===== config.mk =====
export PLATFORM = sky130hd
export DESIGN_NAME = dcpt_timer
export DESIGN_NICKNAME = d
export VERILOG_FILES = /design/src/core/dcpt_pkg.sv /design/src/core/dcpt_prescaler.sv /design/src/core/dcpt_timer.sv
export SDC_FILE = /design/constraint.sdc
export NUM_CORES = 1
export LEC_CHECK = 0
export BUFFER_PORTS_ARGS = -buffer_cell sky130_fd_sc_hd__buf_4
export CORE_MARGIN = 2
export CORE_UTILIZATION = 30
export DETAILED_ROUTE_END_ITERATION = 6
export PLACE_DENSITY = 0.44
export REMOVE_ABC_BUFFERS = 1
export SLEW_MARGIN = 0
export SYNTH_ARGS = -nofsm -noshare
export SYNTH_HDL_FRONTEND = slang
export SYNTH_SLANG_ARGS = --single-unit

===== constraint.sdc =====
create_clock -name clk_i -period 3.2 [get_ports clk_i]
set_input_delay 0.32 -clock clk_i [delete_from_list [all_inputs] [get_ports clk_i]]
set_output_delay 0.32 -clock clk_i [all_outputs]
set_load 0.05 [all_outputs]

===== src/core/dcpt_pkg.sv =====
`default_nettype none
package dcpt_pkg;
  // register bank offsets
  localparam logic [3:0] ADDR_SHORT_CTL = 4'h0;
  localparam logic [3:0] ADDR_SHARED_CTL = 4'h1;
  localparam logic [3:0] ADDR_LONG_CTL = 4'h2;
  localparam logic [3:0] ADDR_RUN_SYNC = 4'h3;
  localparam logic [3:0] ADDR_SHORT_LO = 4'h4;
  localparam logic [3:0] ADDR_SHORT_HI = 4'h5;
  localparam logic [3:0] ADDR_LONG_LO = 4'h6;
  localparam logic [3:0] ADDR_LONG_HI = 4'h7;
  localparam logic [3:0] ADDR_CAPT_LO = 4'h8;
  localparam logic [3:0] ADDR_CAPT_HI = 4'h9;
  // control field positions
  localparam int BIT_RUN = 7;
  localparam int BIT_SINGLE = 6;
  localparam int BIT_TIMEOUT = 5;
  localparam int BIT_PRESC_HI = 4;
  localparam int BIT_PRESC_LO = 3;
  localparam int BIT_CAPIE = 2;
  localparam int BIT_TCIE = 1;
  localparam int BIT_SYNC = 2;
  localparam int BIT_RS_SHORT = 1;
  localparam int BIT_RS_LONG = 0;
  localparam int BIT_SHORT_INIT = 1;
  localparam int BIT_LONG_INIT = 0;
  // shared control: mode field 3:2, edge field 5:4
  localparam logic [1:0] MODE_OFF = 2'h0;
  localparam logic [1:0] MODE_PINGPONG = 2'h1;
  localparam logic [4:0] RSV_ONES = 5'h1F;
  // reset and wrap values
  localparam logic [7:0] RST_BYTE = 8'h00;
  localparam logic [15:0] RST_WORD = 16'h0000;
  localparam logic [15:0] WRAP_WORD = 16'hFFFF;
endpackage : dcpt_pkg
`default_nettype wire


===== src/core/dcpt_prescaler.sv =====
`timescale 1ns/10ps
`default_nettype none
// divides the system clock by 1, 2, 4 or 8 into a one-cycle tick
module dcpt_prescaler #(
  parameter int DIV_W = 3
) (
  // clock and reset
  input wire logic clk_i,
  input wire logic reset_n_i,
  // control
  input wire logic [1:0] sel_i,
  input wire logic restart_i,
  // tick out
  output logic tick_o
);
  import dcpt_pkg::*;

  if (DIV_W < 3) begin : g_div_check
    $error("dcpt_prescaler: DIV_W must reach divide by 8");
  end

  logic [DIV_W-1:0] div_r;
  logic [DIV_W-1:0] div_nxt;
  wire [DIV_W-1:0] div_mask = DIV_W'((1 << sel_i) - 1);

  // restart aligns the first tick to the counter start
  assign div_nxt = (restart_i || ((div_r & div_mask) == div_mask)) ? '0 : div_r + 1'b1;
  assign tick_o = !restart_i && ((div_r & div_mask) == div_mask);

  always_ff @(posedge clk_i or negedge reset_n_i) begin
    if (!reset_n_i) begin
      div_r <= '0;
    end else begin
      div_r <= div_nxt;
    end
  end

  // a tick halfway through the period would betray a divide by 4, 2 or 1
  a_div_eight: assert property (@(posedge clk_i) disable iff (!reset_n_i) // RULE2
    tick_o && sel_i == 2'h3 ##1 (!restart_i && sel_i == 2'h3) [*8]
      |-> tick_o && !$past(tick_o, 4))
    else $error("divide by 8 tick period wrong");
endmodule // dcpt_prescaler
`default_nettype wire


===== src/core/dcpt_timer.sv =====
`timescale 1ns/10ps
`default_nettype none
// Functional notes
// RULE1: short control bit 2 enables the capture interrupt.
// RULE2: short control bits 4:3 divide the count clock by 1, 2, 4 or 8.
// RULE3: long single-pass capture ignores later input edges and keeps counting down.
// RULE4: then each short timeout captures long count without reload, capture interrupt optional.
// RULE5: writing long single-pass 0 then 1 re-arms one capture-and-reload edge.
// RULE6: long counter wraps from zero to all ones, sets status, optional interrupt.
// RULE7: software uses ping-pong only in transmit, both single-pass, mode bits set.
// RULE8: ping-pong short start takes shared bit 1 level and matching hold value.
// RULE9: short terminal count in ping-pong stops short, starts long with level.
// RULE10: long terminal count in ping-pong stops long and restarts short.
// RULE11: each counter raises terminal-count interrupt when its control bit 1 is set.
// RULE12: writing 00 to shared bits 3:2 ends ping-pong.
// RULE13: software stops counters and clears flags before selecting ping-pong.
// RULE14: software never programs initial count 1 for ping-pong.
// RULE15: restarting a counter reloads its programmed initial value.
// RULE16: sync mode aligns first short pulse to the demodulated input.
// RULE17: run/sync reserved bits ignore writes and read as ones.
// RULE18: sync bit resets to disabled and survives stop-mode recovery.
// RULE19: long interrupt is request 3, short interrupt is request 4.
// RULE20: short high and low hold values live at offsets 05h and 04h.
// RULE21: short bit 6 picks modulo-N or single pass; single pass stops.
// RULE22: short bit 5 flags timeout; writing 1 clears, 0 does nothing.
// RULE23: short bit 7 shows and controls run; resets to 0.
module dcpt_timer (
  // clock and reset
  input wire logic clk_i,
  input wire logic reset_n_i,
  // register bank port
  input wire logic [3:0] reg_addr_i,
  input wire logic reg_wr_i,
  input wire logic reg_rd_i,
  input wire logic [7:0] reg_wdata_i,
  output logic [7:0] reg_rdata_o,
  // carrier pins
  input wire logic demod_in_i,
  output logic short_output_pin_o,
  output logic long_output_pin_o,
  // interrupt requests
  output logic long_counter_irq_o,
  output logic short_counter_irq_o
);
  import dcpt_pkg::*;

  // register bank
  logic sc_single_r, sc_capie_r, sc_tcie_r, short_run_r, short_to_r;
  logic [1:0] sc_presc_r;
  logic [5:0] shared_r;
  logic lc_single_r, lc_capie_r, lc_toie_r, long_run_r, long_to_r;
  logic sync_r;
  logic [7:0] short_high_hold_r, short_low_hold_r, long_high_hold_r, long_low_hold_r;
  logic [15:0] long_cap_r;
  // counting state
  logic [7:0] short_cnt_r;
  logic [15:0] long_cnt_r;
  logic short_out_r, long_out_r, short_wait_r, long_armed_r;
  logic dm_s1_r, dm_s2_r, dm_prev_r;
  logic short_irq_r, long_irq_r;
  logic [7:0] rdata_r;

  // write decode
  wire wr_sc = reg_wr_i && reg_addr_i == ADDR_SHORT_CTL;
  wire wr_sh = reg_wr_i && reg_addr_i == ADDR_SHARED_CTL;
  wire wr_lc = reg_wr_i && reg_addr_i == ADDR_LONG_CTL;
  wire wr_rs = reg_wr_i && reg_addr_i == ADDR_RUN_SYNC;
  wire wd_run = reg_wdata_i[BIT_RUN];

  wire pp = shared_r[3:2] == MODE_PINGPONG;
  wire [1:0] edge_sel = shared_r[5:4];

  // software start and stop of each counter, through either control view
  wire sw_short_wr = wr_sc || wr_rs;
  wire sw_short_val = wr_sc ? wd_run : reg_wdata_i[BIT_RS_SHORT];
  wire sw_long_wr = wr_lc || wr_rs;
  wire sw_long_val = wr_lc ? wd_run : reg_wdata_i[BIT_RS_LONG];
  wire sw_short_start = sw_short_wr && sw_short_val && !short_run_r;
  wire sw_long_start = sw_long_wr && sw_long_val && !long_run_r;

  // demodulated input edges, taken from the second synchroniser stage only
  wire rise = dm_s2_r && !dm_prev_r;
  wire fall = !dm_s2_r && dm_prev_r;
  wire sel_edge = (edge_sel[0] && rise) || (edge_sel[1] && fall);

  // short counter
  wire short_tick;
  wire short_active = short_run_r && !short_wait_r;
  wire short_tc = short_active && short_tick && short_cnt_r == RST_BYTE;
  wire long_tc_pp = pp && long_run_r && long_cnt_r == RST_WORD;
  wire short_start = sw_short_start || long_tc_pp;
  wire short_init_lvl = shared_r[BIT_SHORT_INIT];
  wire [7:0] short_load = short_init_lvl ? short_high_hold_r : short_low_hold_r;
  wire [7:0] short_reload = short_out_r ? short_low_hold_r : short_high_hold_r;
  wire short_stop_tc = short_tc && (pp || sc_single_r);

  // long counter
  wire [15:0] long_load = {long_high_hold_r, long_low_hold_r};
  wire long_start = sw_long_start || (pp && short_tc);
  wire capt_mode = long_run_r && !pp;
  wire edge_capt = capt_mode && sel_edge && (long_armed_r || !lc_single_r);
  wire to_capt = capt_mode && lc_single_r && short_tc;
  wire long_zero = capt_mode && long_cnt_r == RST_WORD && !edge_capt;
  wire lc_rearm = wr_lc && reg_wdata_i[BIT_SINGLE] && !lc_single_r;
  wire short_capt_ev = short_active && sel_edge;

  // flags: hardware set wins over a same-cycle software clear
  wire short_to_set = short_tc;
  wire long_to_set = long_zero || long_tc_pp;
  wire short_to_nxt = short_to_set || (short_to_r && !(wr_sc && reg_wdata_i[BIT_TIMEOUT]));
  wire long_to_nxt = long_to_set || (long_to_r && !(wr_lc && reg_wdata_i[BIT_TIMEOUT]));

  wire short_irq_nxt = (short_tc && sc_tcie_r) || (short_capt_ev && sc_capie_r); // RULE1 RULE11
  wire long_irq_nxt = (long_to_set && lc_toie_r) || ((edge_capt || to_capt) && lc_capie_r); // RULE4 RULE6

  // read mux
  wire [7:0] rd_sc = {short_run_r, sc_single_r, short_to_r, sc_presc_r, sc_capie_r,
                      sc_tcie_r, 1'b0};
  wire [7:0] rd_lc = {long_run_r, lc_single_r, long_to_r, 2'h0, lc_capie_r, lc_toie_r, 1'b0};
  wire [7:0] rd_rs = {RSV_ONES, sync_r, short_run_r, long_run_r}; // RULE17
  wire [7:0] rdata_nxt =
    (reg_addr_i == ADDR_SHORT_CTL) ? rd_sc :
    (reg_addr_i == ADDR_SHARED_CTL) ? {2'h0, shared_r} :
    (reg_addr_i == ADDR_LONG_CTL) ? rd_lc :
    (reg_addr_i == ADDR_RUN_SYNC) ? rd_rs :
    (reg_addr_i == ADDR_SHORT_LO) ? short_low_hold_r :
    (reg_addr_i == ADDR_SHORT_HI) ? short_high_hold_r :
    (reg_addr_i == ADDR_LONG_LO) ? long_low_hold_r :
    (reg_addr_i == ADDR_LONG_HI) ? long_high_hold_r :
    (reg_addr_i == ADDR_CAPT_LO) ? long_cap_r[7:0] :
    (reg_addr_i == ADDR_CAPT_HI) ? long_cap_r[15:8] : RST_BYTE;

  dcpt_prescaler #(
    .DIV_W(3)
  ) u_presc (
    .clk_i(clk_i),
    .reset_n_i(reset_n_i),
    .sel_i(sc_presc_r),
    .restart_i(short_start),
    .tick_o(short_tick)
  ); // RULE2

  // configuration registers
  always_ff @(posedge clk_i or negedge reset_n_i) begin
    if (!reset_n_i) begin
      sc_single_r <= 1'b0;
      sc_presc_r <= 2'h0;
      sc_capie_r <= 1'b0;
      sc_tcie_r <= 1'b0;
      shared_r <= 6'h00;
      lc_single_r <= 1'b0;
      lc_capie_r <= 1'b0;
      lc_toie_r <= 1'b0;
      sync_r <= 1'b0; // RULE18
      short_high_hold_r <= RST_BYTE;
      short_low_hold_r <= RST_BYTE;
      long_high_hold_r <= RST_BYTE;
      long_low_hold_r <= RST_BYTE;
    end else begin
      if (wr_sc) begin
        sc_single_r <= reg_wdata_i[BIT_SINGLE]; // RULE21
        sc_presc_r <= reg_wdata_i[BIT_PRESC_HI:BIT_PRESC_LO];
        sc_capie_r <= reg_wdata_i[BIT_CAPIE];
        sc_tcie_r <= reg_wdata_i[BIT_TCIE];
      end
      if (wr_sh) begin
        shared_r <= reg_wdata_i[5:0]; // RULE12
      end
      if (wr_lc) begin
        lc_single_r <= reg_wdata_i[BIT_SINGLE];
        lc_capie_r <= reg_wdata_i[BIT_CAPIE];
        lc_toie_r <= reg_wdata_i[BIT_TCIE];
      end
      if (wr_rs) begin
        sync_r <= reg_wdata_i[BIT_SYNC];
      end
      if (reg_wr_i && reg_addr_i == ADDR_SHORT_LO) begin
        short_low_hold_r <= reg_wdata_i; // RULE20
      end
      if (reg_wr_i && reg_addr_i == ADDR_SHORT_HI) begin
        short_high_hold_r <= reg_wdata_i; // RULE20
      end
      if (reg_wr_i && reg_addr_i == ADDR_LONG_LO) begin
        long_low_hold_r <= reg_wdata_i;
      end
      if (reg_wr_i && reg_addr_i == ADDR_LONG_HI) begin
        long_high_hold_r <= reg_wdata_i;
      end
    end
  end

  // short counter: carrier generation and ping-pong first half
  always_ff @(posedge clk_i or negedge reset_n_i) begin
    if (!reset_n_i) begin
      short_run_r <= 1'b0; // RULE23
      short_to_r <= 1'b0;
      short_cnt_r <= RST_BYTE;
      short_out_r <= 1'b0;
      short_wait_r <= 1'b0;
    end else begin
      short_to_r <= short_to_nxt; // RULE22
      if (short_start) begin
        short_run_r <= 1'b1; // RULE23 RULE10
        short_out_r <= short_init_lvl; // RULE8
        short_cnt_r <= short_load; // RULE8 RULE15
        short_wait_r <= sync_r; // RULE16
      end else if (sw_short_wr && !sw_short_val) begin
        short_run_r <= 1'b0; // RULE23
        short_wait_r <= 1'b0;
      end else if (short_wait_r) begin
        // hold the first pulse until the demodulated edge so it comes out whole
        if (sel_edge) begin
          short_wait_r <= 1'b0; // RULE16
        end
      end else if (short_tc) begin
        if (short_stop_tc) begin
          short_run_r <= 1'b0; // RULE9 RULE21
        end else begin
          short_out_r <= !short_out_r;
          short_cnt_r <= short_reload;
        end
      end else if (short_active && short_tick) begin
        short_cnt_r <= short_cnt_r - 8'h01;
      end
    end
  end

  // long counter: capture/demodulation and ping-pong second half
  always_ff @(posedge clk_i or negedge reset_n_i) begin
    if (!reset_n_i) begin
      long_run_r <= 1'b0;
      long_to_r <= 1'b0;
      long_cnt_r <= RST_WORD;
      long_out_r <= 1'b0;
      long_armed_r <= 1'b0;
      long_cap_r <= RST_WORD;
    end else begin
      long_to_r <= long_to_nxt; // RULE6
      if (lc_rearm) begin
        long_armed_r <= 1'b1; // RULE5
      end else if (edge_capt && lc_single_r) begin
        long_armed_r <= 1'b0; // RULE3 RULE5
      end
      if (long_start) begin
        long_run_r <= 1'b1; // RULE9
        long_cnt_r <= long_load; // RULE9 RULE15
        if (pp) begin
          long_out_r <= shared_r[BIT_LONG_INIT]; // RULE9
        end
        if (sw_long_start) begin
          long_armed_r <= 1'b1;
        end
      end else if (sw_long_wr && !sw_long_val) begin
        long_run_r <= 1'b0;
      end else if (long_tc_pp) begin
        long_run_r <= 1'b0; // RULE10
      end else if (edge_capt) begin
        long_cap_r <= long_cnt_r; // RULE5
        long_cnt_r <= long_load;
      end else if (long_run_r) begin
        if (to_capt) begin
          long_cap_r <= long_cnt_r; // RULE4
        end
        // decrement past zero lands on all ones
        long_cnt_r <= long_cnt_r - 16'h0001; // RULE3 RULE6
      end
    end
  end

  // pin synchroniser, interrupt pulses and read data
  always_ff @(posedge clk_i or negedge reset_n_i) begin
    if (!reset_n_i) begin
      dm_s1_r <= 1'b0;
      dm_s2_r <= 1'b0;
      dm_prev_r <= 1'b0;
      short_irq_r <= 1'b0;
      long_irq_r <= 1'b0;
      rdata_r <= RST_BYTE;
    end else begin
      dm_s1_r <= demod_in_i;
      dm_s2_r <= dm_s1_r;
      dm_prev_r <= dm_s2_r;
      short_irq_r <= short_irq_nxt; // RULE19
      long_irq_r <= long_irq_nxt; // RULE19
      if (reg_rd_i) begin
        rdata_r <= rdata_nxt;
      end
    end
  end

  assign reg_rdata_o = rdata_r;
  assign short_output_pin_o = short_out_r;
  assign long_output_pin_o = long_out_r;
  assign short_counter_irq_o = short_irq_r;
  assign long_counter_irq_o = long_irq_r;

  a_short_tc_stop: assert property (@(posedge clk_i) disable iff (!reset_n_i) // RULE21
    short_stop_tc && !short_start |=> !short_run_r)
    else $error("short counter kept running after single-pass end");
  a_pp_handover: assert property (@(posedge clk_i) disable iff (!reset_n_i) // RULE9
    pp && short_tc && !sw_long_wr |=> long_run_r && long_out_r == $past(shared_r[0])
      && long_cnt_r == $past(long_load))
    else $error("ping-pong hand-over to long counter wrong");
  a_pp_return: assert property (@(posedge clk_i) disable iff (!reset_n_i) // RULE10
    long_tc_pp && !sw_long_start |=> short_run_r && !long_run_r
      && short_cnt_r == $past(short_load))
    else $error("ping-pong return to short counter wrong");
  a_long_wrap: assert property (@(posedge clk_i) disable iff (!reset_n_i) // RULE6
    long_zero && !sw_long_wr |=> long_cnt_r == WRAP_WORD && long_to_r)
    else $error("long counter did not wrap to all ones");
  a_rsv_ones: assert property (@(posedge clk_i) disable iff (!reset_n_i) // RULE17
    reg_rd_i && reg_addr_i == ADDR_RUN_SYNC |=> reg_rdata_o[7:3] == RSV_ONES)
    else $error("run/sync reserved bits not ones");
  a_restart_load: assert property (@(posedge clk_i) disable iff (!reset_n_i) // RULE15
    sw_short_start |=> short_cnt_r == $past(short_load) && short_run_r)
    else $error("short restart did not reload");
  a_edge_ignored: assert property (@(posedge clk_i) disable iff (!reset_n_i) // RULE3
    capt_mode && lc_single_r && !long_armed_r && !lc_rearm && sel_edge && !sw_long_wr
      |=> long_cnt_r == $past(long_cnt_r) - 16'h0001)
    else $error("disarmed long counter reacted to an edge");
  a_irq_short: assert property (@(posedge clk_i) disable iff (!reset_n_i) // RULE11
    short_tc && sc_tcie_r |=> short_counter_irq_o ##1 !short_counter_irq_o || $past(short_irq_nxt))
    else $error("short terminal-count interrupt missing");
  a_sync_hold: assert property (@(posedge clk_i) disable iff (!reset_n_i) // RULE16
    short_wait_r && !sel_edge && !short_start && short_run_r |=> $stable(short_cnt_r))
    else $error("short counter ran before sync edge");
  a_flag_set_wins: assert property (@(posedge clk_i) disable iff (!reset_n_i) // RULE22
    short_tc |=> short_to_r)
    else $error("short timeout flag lost");
endmodule // dcpt_timer
`default_nettype wire


==> insert_results.sql, run 1 <==
INSERT INTO impl_metrics (metric_group, metric, value, unit) VALUES
('critical_path', 'setup.worst_path.end_class', 'register', ''),
('worst_hold_path', 'hp-class', 'in -> async', ''),
('timing', 'clock_skew', '0.00954', 'ns'),
('yosys', 'post_synth_main_area_contributors', 'sky130_fd_sc_hd__dfrtp_1 (45%), sky130_fd_sc_hd__mux2_2 (12%), sky130_fd_sc_hd__mux2i_1 (4.8%)', ''),
('critical_path', 'startpoint_type', 'register', ''),
('finish', 'n_fill_cell', '2101', ''),
('detailed_routing', 'detailroute.wirelength.met3', '528', 'um'),
('cts', 'clk-insertion-delay-late', '0.36', 'ns'),
('detailed_routing', 'top_layer_used', 'met4', ''),
('placed_design', 'gpl.final_weighted_congestion', '0.816', ''),
('power', 'peakVddDrop', '323', 'uV'),
('critical_path', 'path_max_fanout', '22', ''),
('yosys', 'synth_largest_type_area_fraction', '44.5', '%'),
('die', 'core_region_area', '0.0203', 'mm^2'),
('finish', 'post_route_cells_drive_above_1_share', '24.6', '%'),
('detailed_routing', 'met2_wl', '9.03', 'mm'),
('grt', 'grt-ovfl-total', '0', ''),
('detailed_routing', 'met1Wirelength', '9.09', 'mm'),
('cts', 'cts-root-to-sink-buffers', '2', ''),
('yosys', 'flops_latches_synth', '111', ''),
('finish', 'areaGrowthSynthToFinish', '14.3', '%'),
('timing', 'normalized_max_slew_margin', '44.9', '%'),
('critical_path', 'r2r_start', 'long_cnt_r[5]', ''),
('yosys', 'yosysUniqueCellTypes', '73', ''),
('timing', 'hold_slack', '-0.0170', 'ns'),
('timing', 'fin_crit_sh', '89.2', '%'),
('power', 'power_leakage', '3.12', 'nW'),
('yosys', 'syn_inst', '590', ''),
('yosys', 'post_synth.cell_area_avg', '10.6', 'um^2'),
('detailed_routing', 'route.final.wire_length', '19.2', 'mm'),
('grt', 'wire_length_of_the_first_global_routing_pass', '30.1', 'mm'),
('die', 'dieArea', '0.0220', 'mm^2'),
('die', 'die_ht', '148', 'um'),
('grt', 'antenna_found_initial', '0', ''),
('cts', 'post_cts_hold_buffer_count', '0', ''),
('flow_run', 'maxCapViolCount', '0', ''),
('timing', 'max_freq', '350', 'MHz'),
('placed_design', 'port_buffers', '28', ''),
('placed_design', 'hpwlAfterDp', '14.0', 'mm'),
('critical_path', 'regToRegEndpoint', 'long_cnt_r[13]', ''),
('cts', 'tritoncts.num_buffers', '9', ''),
('timing', 'unrepaired_setup_endpoints_after_global_routing', 'no', ''),
('timing', 'final.setup.tns', '0', 'ns'),
('cts', 'post_cts.repair.setup_buffers', '0', ''),
('timing', 'finish_stage_setup_viols', '0', ''),
('timing', 'finalHoldViolations', '16', ''),
('critical_path', 'cp.required', '3.45', 'ns'),
('finish', 'diodes', '0', ''),
('cts', 'postCtsResizedCells', '0', ''),
('detailed_routing', 'drcViolationCount', '0', ''),
('critical_path', 'worst_path_max_delay_cell', 'sky130_fd_sc_hd__a31oi_4', ''),
('timing', 'max_slew.worst_pin.slew', '0.827', 'ns'),
('detailed_routing', 'ant_nets', '0', ''),
('yosys', 'ys_seq_area_share', '44.5', '%'),
('die', 'num_rows', '52', ''),
('critical_path', 'cp_num_buf_inv', '0', ''),
('cts', 'ctsHtreeMaxLevel', '3', ''),
('status', 'violated_checks', 'hold timing', ''),
('timing', 'slew_violations', '0', ''),
('cts', 'cts_tree', 'done', ''),
('critical_path', 'timing_worst_setup_path_type', 'reg -> reg', ''),
('critical_path', 'worst-r2r-cell-count', '6', ''),
('yosys', 'synth-async-reset-ratio', '100', '%'),
('yosys', 'number_of_flops_mapped_to_enable_cells_by_yosys', '0', ''),
('grt', 'largest_net_degree_at_the_start_of_global_routing', '112', ''),
('die', 'initial_utilization', '30.7', '%'),
('status', 'outcome', 'complete, but fails checks', ''),
('grt', 'grtUsageTotal', '18.1', '%'),
('power', 'power_density', '748', 'mW/mm^2'),
('grt', 'first_global_vias', '4887', ''),
('yosys', 'synth_warnings', '0', '');
-- power breakdown --
part / switching, W / internal (W) / total [W]
logic: 0.000862 / 0.000811 / 0.00167
registers: 0.000555 / 0.00184 / 0.00239
clock network: 0.000539 / 0.000733 / 0.00127
total: 0.00196 / 0.00338 / 0.00534
-- worst register-to-register path: stages, from the launching register on --
cell and delay [ns]:
sky130_fd_sc_hd__dfrtp_1 0.47, sky130_fd_sc_hd__nor4_1 0.41, sky130_fd_sc_hd__and2_1 0.29, sky130_fd_sc_hd__nand4_4 0.22
sky130_fd_sc_hd__a31oi_4 0.74, sky130_fd_sc_hd__mux2_2 0.42, sky130_fd_sc_hd__o22a_1 0.19
-- cell usage after synthesis, types with 5 or more instances --
cell type,n
sky130_fd_sc_hd__dfrtp_1,111
sky130_fd_sc_hd__mux2_2,64
sky130_fd_sc_hd__nand2_1,42
sky130_fd_sc_hd__o21ai_0,38
sky130_fd_sc_hd__nor2_1,37
sky130_fd_sc_hd__mux2i_1,30
sky130_fd_sc_hd__a21oi_1,25
sky130_fd_sc_hd__inv_1,18
sky130_fd_sc_hd__nand3_1,16
sky130_fd_sc_hd__clkbuf_1,15
sky130_fd_sc_hd__nor3_1,13
sky130_fd_sc_hd__mux2_4,10
sky130_fd_sc_hd__nand2b_1,10
sky130_fd_sc_hd__nor2b_1,10
sky130_fd_sc_hd__and2_1,7
sky130_fd_sc_hd__o211ai_1,7
sky130_fd_sc_hd__o2bb2ai_1,7
sky130_fd_sc_hd__a211oi_1,6
sky130_fd_sc_hd__a21o_1,6
sky130_fd_sc_hd__a22oi_1,6
sky130_fd_sc_hd__buf_2,5
sky130_fd_sc_hd__nor4_1,5
sky130_fd_sc_hd__or3_1,5
-- per-layer routing --
metal | vias up | track usage (%)
met1 | 2452 | 25.1
met3 | 27 | 2.61
met4 | 0 | 6.48
met5 | - | 0
li1 | 2246 | -
met2 | 91 | 29.0
-- cells in the final DEF (no fill, tap or decap), types with 5 or more instances in the layout --
| cell | netlist | final |
|---|---|---|
| sky130_fd_sc_hd__a211oi_1 | 6 | 6 |
| sky130_fd_sc_hd__nor2_1 | 37 | 37 |
| sky130_fd_sc_hd__a21o_1 | 6 | 6 |
| sky130_fd_sc_hd__o2bb2ai_1 | 7 | 7 |
| sky130_fd_sc_hd__nand2b_1 | 10 | 10 |
| sky130_fd_sc_hd__a22oi_1 | 6 | 6 |
| sky130_fd_sc_hd__o211ai_1 | 7 | 7 |
| sky130_fd_sc_hd__clkbuf_16 | 0 | 9 |
| sky130_fd_sc_hd__nor4_1 | 5 | 5 |
| sky130_fd_sc_hd__mux2_4 | 10 | 10 |
| sky130_fd_sc_hd__or3_1 | 5 | 5 |
| sky130_fd_sc_hd__dfrtp_1 | 111 | 111 |
| sky130_fd_sc_hd__and2_1 | 7 | 7 |
| sky130_fd_sc_hd__a21oi_1 | 25 | 25 |
| sky130_fd_sc_hd__inv_1 | 18 | 18 |
| sky130_fd_sc_hd__buf_4 | 1 | 48 |
| sky130_fd_sc_hd__nor2b_1 | 10 | 10 |
| sky130_fd_sc_hd__mux2i_1 | 30 | 30 |
| sky130_fd_sc_hd__nand2_1 | 42 | 42 |
| sky130_fd_sc_hd__mux2_2 | 64 | 64 |
| sky130_fd_sc_hd__nor3_1 | 13 | 13 |
| sky130_fd_sc_hd__nand3_1 | 16 | 16 |
| sky130_fd_sc_hd__o21ai_0 | 38 | 38 |
-- worst max-delay path by stage --
stage / start / to / slack, ns / cells past startpoint
6_report: long_cnt_r[5] / long_cnt_r[13] / 0.34 / 6
5_1_grt: long_cnt_r[5] / long_cnt_r[13] / 0.21 / 6
4_1_cts: long_cnt_r[10] / long_cnt_r[8] / 0.37 / 6
3_5_place_dp: long_cnt_r[10] / long_cnt_r[13] / 0.39 / 6
3_3_place_gp: long_cnt_r[10] / long_cnt_r[11] / 0.42 / 6
2_1_floorplan: long_cnt_r[10] / long_cnt_r[11] / 0.69 / 6
-- kinds of logic after synthesis --
| group | share of synthesized area [%] |
|---|---|
| and+or+nand+nor | 15.0 |
| AOI/OAI and AO/OA | 15.6 |
| DFF | 44.5 |
| muxes | 19.5 |
| buffers and inverters | 3.77 |
| xor gates and xnor gates | 0.842 |
| adders and majority gates | 0.802 |
-- registers in the layout, summed over array words and instances, names as in the netlist, 6 cells and up --
name	flops
long_high_hold_r	8
short_low_hold_r	8
long_cap_r	16
long_low_hold_r	8
reg_rdata_o	8
short_cnt_r	8
long_cnt_r	16
short_high_hold_r	8
shared_r	6
-- area by class of cell --
cell class	count	area, um^2	share of cell area [%]
multi-input cells	430	3230	45.2
flip-flops and latches	111	2780	38.9
clock buffers	12	256	3.60
inverters	20	75.1	1.05
repair buffers	49	380	5.33
well taps	270	338	4.74
clock inverters	4	77.6	1.09
-- through the flow --
| step | worst slack, ns | total power [W] | instances | utilization [%] | area, um^2 |
|---|---|---|---|---|---|
| after floorplan | 0.686 | 0.00344 | 561 | - | 6080 |
| after global placement | 0.416 | 0.00406 | 880 | 33.5 | 6800 |
| after detailed placement | 0.393 | 0.00409 | 880 | 33.5 | 6800 |
| after CTS | 0.373 | 0.00538 | 896 | 35.1 | 7130 |
| after global routing | 0.206 | 0.00566 | 896 | 35.1 | 7130 |
| final | 0.345 | 0.00534 | 896 | 35.1 | 7130 |
Power figures use the tool's default switching activity.
==> inputs of run 2 (changes only) <==
- ABC_AREA: unset -> 1
==> run 2 against run 1 <==
  * The flow now finishes without violations
  * Maximum frequency rose by 5.3%
  * Clock skew grew 0.0015 ns
  * Highest routed layer unchanged
  * Via count increased by 18%
  * Routed wire length grew 7.6%
  * Non-clock buffer count fell by 5
  * Setup slack improved by 0.14 ns
  * Sequential share of layout area shrank 0.11 points
  * Clock power barely moved
  * Critical path depth is 7 higher
  * Register-to-register slack gained 0.14 ns
  * Global-route usage increased by 1.3 points
  * Die area is 0.76% higher
==> insert_results.sql, run 2 <==
INSERT INTO impl_metrics (metric_group, metric, value, unit) VALUES
('status', 'outcome', 'completed', ''),
('worst_hold_path', 'worst_min_delay_path_startpoint', 'demod_in_i', ''),
('timing', 'unrepaired_setup_endpoints_after_global_routing', 'no', ''),
('die', 'core_region_area', '0.0204', 'mm^2'),
('grt', 'antenna_found_initial', '0', ''),
('grt', 'grt-ovfl-total', '0', ''),
('finish', 'diodes', '0', ''),
('die', 'num_rows', '52', ''),
('finish', 'layout_common_cells', 'sky130_fd_sc_hd__nand2_1 (372), sky130_fd_sc_hd__dfrtp_1 (111), sky130_fd_sc_hd__o21ai_0 (88), sky130_fd_sc_hd__inv_1 (76), sky130_fd_sc_hd__nand3_1 (61)', ''),
('timing', 'normalized_max_slew_margin', '38.4', '%'),
('cts', 'postCtsResizedCells', '0', ''),
('placed_design', 'port_buffers', '28', ''),
('cts', 'clock-root-buffer', 'sky130_fd_sc_hd__clkbuf_16', ''),
('critical_path', 'cpPeakStageDelay', '0.60', 'ns'),
('yosys', 'synth-async-reset-ratio', '100', '%'),
('cts', 'ctsHtreeMaxLevel', '3', ''),
('detailed_routing', 'met2_wl', '8.45', 'mm'),
('die', 'io_pins', '29', ''),
('worst_hold_path', 'hp-class', 'in -> reg', ''),
('critical_path', 'setup.worst_path.end_class', 'register', ''),
('detailed_routing', 'detailedRoute.firstIterationViolations', '492', ''),
('detailed_routing', 'met1Wirelength', '10.9', 'mm'),
('yosys', 'post_synth_main_area_contributors', 'sky130_fd_sc_hd__dfrtp_1 (44%), sky130_fd_sc_hd__nand2_1 (22%), sky130_fd_sc_hd__o21ai_0 (7.0%)', ''),
('yosys', 'ys_seq_area_share', '44.2', '%'),
('finish', 'layout_commonest_cell', 'sky130_fd_sc_hd__nand2_1', ''),
('yosys', 'mappedNetlistArea', '0.00629', 'mm^2'),
('detailed_routing', 'detailroute.wirelength.met3', '965', 'um'),
('detailed_routing', 'route.final.wire_length', '20.6', 'mm'),
('critical_path', 'timing_worst_setup_path_type', 'reg -> reg', ''),
('timing', 'final.setup.tns', '0', 'ns'),
('placed_design', 'hpwlAfterDp', '15.4', 'mm'),
('detailed_routing', 'drcViolationCount', '0', ''),
('critical_path', 'cp_cell_sequence', 'inv_1 > ha_1 > nand2_1 > nor2_1 > nand2_1 > nor2_2 > nor2_8 > nand3_4 > nor2_1 > nor2_1 > inv_1 > nand2_1 > nand2_1', ''),
('timing', 'max_freq', '369', 'MHz'),
('yosys', 'yosysUniqueCellTypes', '38', ''),
('critical_path', 'regToRegEndpoint', 'short_cnt_r[4]', ''),
('finish', 'num-nets-final', '934', ''),
('detailed_routing', 'first_pass_iters', '5', ''),
('critical_path', 'r2r_start', 'long_cnt_r[0]', ''),
('cts', 'cts_tree', 'done', ''),
('detailed_routing', 'drt-vias-per-instance', '4.77', ''),
('critical_path', 'startpoint_type', 'register', ''),
('detailed_routing', 'ant_nets', '0', ''),
('grt', 'wire_length_of_the_first_global_routing_pass', '32.7', 'mm'),
('worst_hold_path', 'hold_path_end', 'dm_s1_r', ''),
('yosys', 'number_of_flops_mapped_to_enable_cells_by_yosys', '0', ''),
('critical_path', 'timing.reg2reg.setup_slack', '0.49', 'ns'),
('finish', 'areaGrowthSynthToFinish', '13.7', '%'),
('timing', 'finalHoldViolations', '0', ''),
('worst_hold_path', 'hold_depth', '1', ''),
('cts', 'cts.sink_count', '111', ''),
('finish', 'largest_registers', 'long_cap_r (16), long_cnt_r (16)', ''),
('cts', 'cts.clk_slew.worst_paths', '0.09', 'ns'),
('finish', 'post_route_cells_drive_above_1_share', '9.04', '%'),
('grt', 'largest_net_degree_at_the_start_of_global_routing', '68', ''),
('yosys', 'synthTopCellsByCount', 'sky130_fd_sc_hd__nand2_1 (372), sky130_fd_sc_hd__dfrtp_1 (111), sky130_fd_sc_hd__o21ai_0 (88)', ''),
('flow_run', 'maxCapViolCount', '0', ''),
('die', 'dieWidth', '149', 'um'),
('timing', 'finish_stage_setup_viols', '0', ''),
('die', 'dieArea', '0.0221', 'mm^2'),
('yosys', 'post_synth.cell_area_avg', '7.11', 'um^2'),
('placed_design', 'gpl.final_weighted_congestion', '0.885', ''),
('placed_design', 'placement.cell_area', '0.00683', 'mm^2'),
('yosys', 'yosys_top_cell_by_area', 'sky130_fd_sc_hd__dfrtp_1', ''),
('cts', 'clk-insertion-delay-late', '0.37', 'ns'),
('timing', 'max_slew.worst_pin.slew', '0.924', 'ns'),
('critical_path', 'path_max_fanout', '19', ''),
('cts', 'post_cts.repair.setup_buffers', '0', ''),
('yosys', 'yosys.cell_count.top_type', 'sky130_fd_sc_hd__nand2_1', ''),
('critical_path', 'worst-endpoint-arrival', '2.98', 'ns'),
('critical_path', 'cp.required', '3.46', 'ns'),
('yosys', 'synth_largest_type_area_fraction', '44.2', '%'),
('critical_path', 'worst_path_max_delay_cell', 'sky130_fd_sc_hd__nor2_1', ''),
('timing', 'fin_crit_sh', '84.8', '%'),
('critical_path', 'timing.critical_path.mode_cell', 'sky130_fd_sc_hd__nand2_1', ''),
('cts', 'post_cts_hold_buffer_count', '0', ''),
('detailed_routing', 'drt-wirelength-per-cell', '17.4', 'um'),
('critical_path', 'worst-r2r-cell-count', '13', ''),
('finish', 'finalCoreUtilization', '35.0', '%'),
('power', 'power_density', '784', 'mW/mm^2'),
('timing', 'slew_violations', '0', ''),
('die', 'initial_utilization', '30.8', '%'),
('yosys', 'flops_latches_synth', '111', ''),
('yosys', 'syn_inst', '885', ''),
('yosys', 'synth_warnings', '0', ''),
('die', 'die_ht', '149', 'um'),
('cts', 'tritoncts.num_buffers', '9', ''),
('finish', 'design_area', '0.00715', 'mm^2'),
('power', 'peakVddDrop', '361', 'uV'),
('timing', 'fin_crit', '2.71', 'ns'),
('grt', 'first_global_vias', '5426', ''),
('cts', 'cts-root-to-sink-buffers', '2', ''),
('yosys', 'synth_top_flop_cell', 'sky130_fd_sc_hd__dfrtp_1', ''),
('detailed_routing', 'routed_vias', '5671', ''),
('timing', 'clock_skew', '0.0110', 'ns'),
('grt', 'grtUsageTotal', '19.4', '%'),
('detailed_routing', 'top_layer_used', 'met4', ''),
('power', 'power_leakage', '3.67', 'nW');
-- run 2: cell count changes in the layout (fill, tap and decap cells not counted), moves of 29 or more --
cell	delta
sky130_fd_sc_hd__o21ai_0	+50
sky130_fd_sc_hd__mux2i_1	-29
sky130_fd_sc_hd__nand3_1	+45
sky130_fd_sc_hd__mux2_2	-64
sky130_fd_sc_hd__nand2_1	+330
sky130_fd_sc_hd__inv_1	+58
-- run 2: critical path, delay by kind of cell, from the launching register on --
kind | cells | cell delay (ns)
and+or+nand+nor | 10 | 1.62
DFF | 1 | 0.42
buffers and inverters | 2 | 0.37
adders and majority gates | 1 | 0.18
-- run 2: layer usage --
layer / up-vias / track usage [%]
met1: 2644 / 30.5
li1: 2870 / -
met3: 19 / 3.00
met4: 0 / 5.52
met5: - / 0
met2: 138 / 27.4
-- run 2: report_power, final --
group | switching, W | total [W] | internal [W]
clock | 0.000626 | 0.00126 | 0.000637
combinational | 0.00140 | 0.00216 | 0.000752
sequential | 0.000382 | 0.00218 | 0.00180
-- run 2: through the flow --
| step | instances | setup slack (ns) | hold slack (ns) | power [W] |
|---|---|---|---|---|
| after detailed placement | 1172 | 0.481 | 0.337 | 0.00436 |
| after CTS | 1188 | 0.471 | 0.0397 | 0.00564 |
| after global routing | 1188 | 0.164 | 0.0417 | 0.00607 |
| after floorplan | 858 | 0.329 | 0.0244 | 0.00364 |
| final | 1188 | 0.487 | 0.0518 | 0.00560 |
| after global placement | 1172 | 0.539 | 0.334 | 0.00438 |
-- run 2: cell type report --
class / count / area, um^2
clock buffer: 9 / 225
sequential: 111 / 2780
tap: 270 / 338
inverter: 80 / 300
fill: 2283 / 13300
timing repair buffer: 44 / 330
multi-input combinational: 667 / 3080
clock inverter: 7 / 100
-- run 2: cell families after synthesis --
family | Yosys count | synth area share [%]
AND/OR/NAND/NOR | 523 | 35.0
AO/OA/AOI/OAI | 123 | 10.8
flip-flops | 111 | 44.2
buffers and inverters | 107 | 6.92
XOR/XNOR | 16 | 2.23
adder cells (fa/ha/maj) | 4 | 0.796
multiplexers | 1 | 0.159
-- run 2: worst max path at each step --
| stage | startpoint | slack [ns] | endpoint | depth (start not counted) |
|---|---|---|---|---|
| after global routing | long_cnt_r[0] | 0.16 | short_cnt_r[0] | 13 |
| after floorplan | shared_r[2] | 0.33 | long_cap_r[0] | 10 |
| after global placement | long_cnt_r[0] | 0.54 | short_cnt_r[2] | 13 |
| after detailed placement | long_cnt_r[0] | 0.48 | short_cnt_r[2] | 13 |
| after CTS | long_cnt_r[0] | 0.47 | short_cnt_r[4] | 13 |
| final | long_cnt_r[0] | 0.49 | short_cnt_r[4] | 13 |
==> inputs of run 3 (changes only) <==
- PLACE_DENSITY: 0.44 -> 0.45
- clock period: 3.2 -> 2.4 ns (I/O delays scaled with it)
==> run 3 against run 2 <==
  * Global-route usage rose by 0.41 points
  * Sequential power rose by 33%
  * Sequential share of layout area fell by 0.87 points
  * Maximum frequency rose by 25%
  * Setup slack got worse by 0.26 ns
  * Combinational power rose by 44%
  * Hold slack improved by 0.068 ns
  * Largest cell class unchanged
==> insert_results.sql, run 3 (same netlist as run 2, synthesis figures left out) <==
INSERT INTO impl_metrics (metric_group, metric, value, unit) VALUES
('cts', 'postCtsResizedCells', '0', ''),
('critical_path', 'path_max_fanout', '19', ''),
('critical_path', 'timing.critical_path.mode_cell', 'sky130_fd_sc_hd__nand2_1', ''),
('power', 'combPwrFrac', '41.1', '%'),
('cts', 'clk-insertion-delay-late', '0.37', 'ns'),
('critical_path', 'cp_top_family', 'simple AND/OR/NAND/NOR gates', ''),
('detailed_routing', 'drt-wirelength-per-cell', '17.4', 'um'),
('worst_hold_path', 'hold_depth', '3', ''),
('power', 'peakVddDrop', '496', 'uV'),
('power', 'internal-power', '0.00429', 'W'),
('critical_path', 'timing_worst_setup_path_type', 'reg -> reg', ''),
('critical_path', 'worst_path_max_delay_cell', 'sky130_fd_sc_hd__dfrtp_1', ''),
('timing', 'unrepaired_setup_endpoints_after_global_routing', 'no', ''),
('cts', 'cts-root-to-sink-buffers', '2', ''),
('timing', 'finalHoldViolations', '0', ''),
('critical_path', 'setup.worst_path.end_class', 'register', ''),
('die', 'core_region_area', '0.0204', 'mm^2'),
('detailed_routing', 'detailedRoute.firstIterationViolations', '479', ''),
('critical_path', 'r2r_start', 'long_cnt_r[0]', ''),
('die', 'initial_utilization', '30.8', '%'),
('die', 'dieArea', '0.0221', 'mm^2'),
('timing', 'clock_skew', '0.0125', 'ns'),
('worst_hold_path', 'worst_min_delay_path_startpoint', 'reg_wdata_i[6]', ''),
('placed_design', 'port_buffers', '28', ''),
('die', 'num_rows', '52', ''),
('die', 'dieWidth', '149', 'um'),
('grt', 'grt-ovfl-total', '0', ''),
('grt', 'wire_length_of_the_first_global_routing_pass', '33.2', 'mm'),
('power', 'power_switching', '0.00331', 'W'),
('cts', 'ctsHtreeMaxLevel', '3', ''),
('timing', 'setup_slack', '0.226', 'ns'),
('die', 'io_pins', '29', ''),
('critical_path', 'cp_num_buf_inv', '2', ''),
('grt', 'grtUsageTotal', '19.9', '%'),
('grt', 'first_global_vias', '5516', ''),
('detailed_routing', 'ant_nets', '0', ''),
('timing', 'hold_slack', '0.119', 'ns'),
('timing', 'max_slew.worst_pin.slew', '0.596', 'ns'),
('cts', 'tritoncts.num_buffers', '9', ''),
('grt', 'largest_net_degree_at_the_start_of_global_routing', '38', ''),
('detailed_routing', 'first_pass_iters', '6', ''),
('cts', 'cts.clk_slew.worst_paths', '0.09', 'ns'),
('placed_design', 'gpl.final_weighted_congestion', '0.898', ''),
('detailed_routing', 'drcViolationCount', '0', ''),
('flow_run', 'maxCapViolCount', '0', ''),
('cts', 'cts_tree', 'done', ''),
('critical_path', 'timing.reg2reg.setup_slack', '0.23', 'ns'),
('status', 'outcome', 'completed', ''),
('power', 'clockPowerShare', '20.9', '%'),
('placed_design', 'hpwlAfterDp', '15.8', 'mm'),
('cts', 'cts.sink_count', '111', ''),
('placed_design', 'placedCellCount', '1192', ''),
('finish', 'layout_common_cells', 'sky130_fd_sc_hd__nand2_1 (372), sky130_fd_sc_hd__dfrtp_1 (111), sky130_fd_sc_hd__o21ai_0 (88), sky130_fd_sc_hd__inv_1 (76), sky130_fd_sc_hd__buf_4 (63)', ''),
('critical_path', 'cp_cell_sequence', 'inv_1 > ha_1 > nand2_1 > nor2_1 > nand2_1 > nor2_2 > nor2_8 > nand3_4 > buf_4 > o21ai_0 > nand2_1 > nand2_1 > nand2_1', ''),
('grt', 'antenna_found_initial', '0', ''),
('cts', 'post_cts.repair.setup_buffers', '0', ''),
('timing', 'finish_stage_setup_viols', '0', ''),
('worst_hold_path', 'hp-class', 'in -> reg', ''),
('cts', 'clock-root-buffer', 'sky130_fd_sc_hd__clkbuf_16', ''),
('finish', 'finalCoreUtilization', '35.8', '%'),
('critical_path', 'regToRegEndpoint', 'short_output_pin_o', ''),
('power', 'power_leakage', '3.77', 'nW'),
('finish', 'layout_commonest_cell', 'sky130_fd_sc_hd__nand2_1', ''),
('power', 'swShare', '43.5', '%'),
('finish', 'n_fill_cell', '2234', ''),
('timing', 'fin_crit', '2.17', 'ns'),
('finish', 'diodes', '0', ''),
('critical_path', 'cpPeakStageDelay', '0.40', 'ns'),
('finish', 'num-nets-final', '956', ''),
('critical_path', 'cp.required', '2.65', 'ns'),
('power', 'power_density', '1040', 'mW/mm^2'),
('critical_path', 'worst-endpoint-arrival', '2.43', 'ns'),
('critical_path', 'startpoint_type', 'register', ''),
('timing', 'max_freq', '460', 'MHz'),
('timing', 'fin_crit_sh', '90.6', '%'),
('finish', 'areaGrowthSynthToFinish', '16.3', '%'),
('detailed_routing', 'routed_vias', '5807', ''),
('critical_path', 'worst-r2r-cell-count', '13', ''),
('timing', 'normalized_max_slew_margin', '60.3', '%'),
('finish', 'stdcell_count', '1210', ''),
('timing', 'slew_violations', '0', ''),
('power', 'power.share.sequential', '38.0', '%'),
('detailed_routing', 'route.final.wire_length', '21.0', 'mm'),
('finish', 'largest_registers', 'long_cap_r (16), long_cnt_r (16)', ''),
('finish', 'post_route_cells_drive_above_1_share', '11.0', '%'),
('detailed_routing', 'drt-vias-per-instance', '4.80', ''),
('worst_hold_path', 'hold_path_end', 'lc_single_r', ''),
('placed_design', 'pre_cts_ws', '0.254', 'ns'),
('die', 'die_ht', '149', 'um');
[run 3: cell count changes in the layout (fill, tap and decap cells not counted)]
cell and change:
sky130_fd_sc_hd__buf_12 +1, sky130_fd_sc_hd__dlygate4sd3_1 +2, sky130_fd_sc_hd__inv_6 -1, sky130_fd_sc_hd__inv_8 +1, sky130_fd_sc_hd__buf_4 +19, sky130_fd_sc_hd__clkinv_4 +1
sky130_fd_sc_hd__bufinv_16 -1
[run 3: final cells by class]
type                    instances  area (um^2)  area share (%)
flip-flops and latches        111         2780            38.0
well taps                     270          338            4.62
clock inverters                 7         81.3            1.11
repair buffers                 66          513            7.01
clock buffers                   9          225            3.08
inverters                      80          300            4.10
multi-input cells             667         3080            42.1
[run 3: worst reg2reg max path, stage by stage, from the launching register on]
cell                      delay, ns
sky130_fd_sc_hd__dfrtp_1       0.40
sky130_fd_sc_hd__inv_1         0.09
sky130_fd_sc_hd__ha_1          0.21
sky130_fd_sc_hd__nand2_1       0.07
sky130_fd_sc_hd__nor2_1        0.04
sky130_fd_sc_hd__nand2_1       0.08
sky130_fd_sc_hd__nor2_2        0.07
sky130_fd_sc_hd__nor2_8        0.28
sky130_fd_sc_hd__nand3_4       0.14
sky130_fd_sc_hd__buf_4         0.22
sky130_fd_sc_hd__o21ai_0       0.23
sky130_fd_sc_hd__nand2_1       0.10
sky130_fd_sc_hd__nand2_1       0.07
sky130_fd_sc_hd__nand2_1       0.07
[run 3: metal layers]
layer  global-route usage (%)  part of all wire, %  up-vias  wire (um)
met5                        0                    0        -          0
met4                     5.14                  1.1        0        229
met3                     2.51                  4.8       11       1010
met2                     28.3                   42      116       8850
met1                     31.5                   52     2761      10900
li1                         -                    -     2919          -
[run 3: stage by stage]
stage          power (W)  area (um^2)  setup TNS (ns)
4_1_cts          0.00763         7320               0
5_1_grt          0.00819         7320               0
2_1_floorplan    0.00486         6150          -11.19
3_5_place_dp     0.00602         6990               0
6_report         0.00760         7320               0
3_3_place_gp     0.00606         6990               0
[run 3: worst max path at each step]
| stage | from | slack, ns | end | depth (start not counted) |
|---|---|---|---|---|
| after global routing | long_cnt_r[0] | 0.05 | short_output_pin_o | 13 |
| final | long_cnt_r[0] | 0.23 | short_output_pin_o | 13 |
| after floorplan | shared_r[2] | -0.47 | long_cap_r[0] | 10 |
| after global placement | long_cnt_r[10] | 0.29 | short_cnt_r[5] | 12 |
| after detailed placement | long_cnt_r[0] | 0.25 | long_cap_r[8] | 12 |
| after CTS | long_cnt_r[0] | 0.22 | short_output_pin_o | 13 |
[run 3: repair_timing]
item / 4_1_cts / 5_1_grt
endpoints found under the hold margin: 35 / 0
setup endpoints to repair: 0 / 0
hold buffers: 2 / 0
[run 3: power by group through the flow]
stage / registers [W] / logic, W / clock network [W]
final: 0.00289 / 0.00312 / 0.00159
after global routing: 0.00296 / 0.00355 / 0.00169
after CTS: 0.00289 / 0.00313 / 0.00161
after detailed placement: 0.00291 / 0.00311 / 0
after global placement: 0.00293 / 0.00312 / 0
after floorplan: 0.00291 / 0.00195 / 0
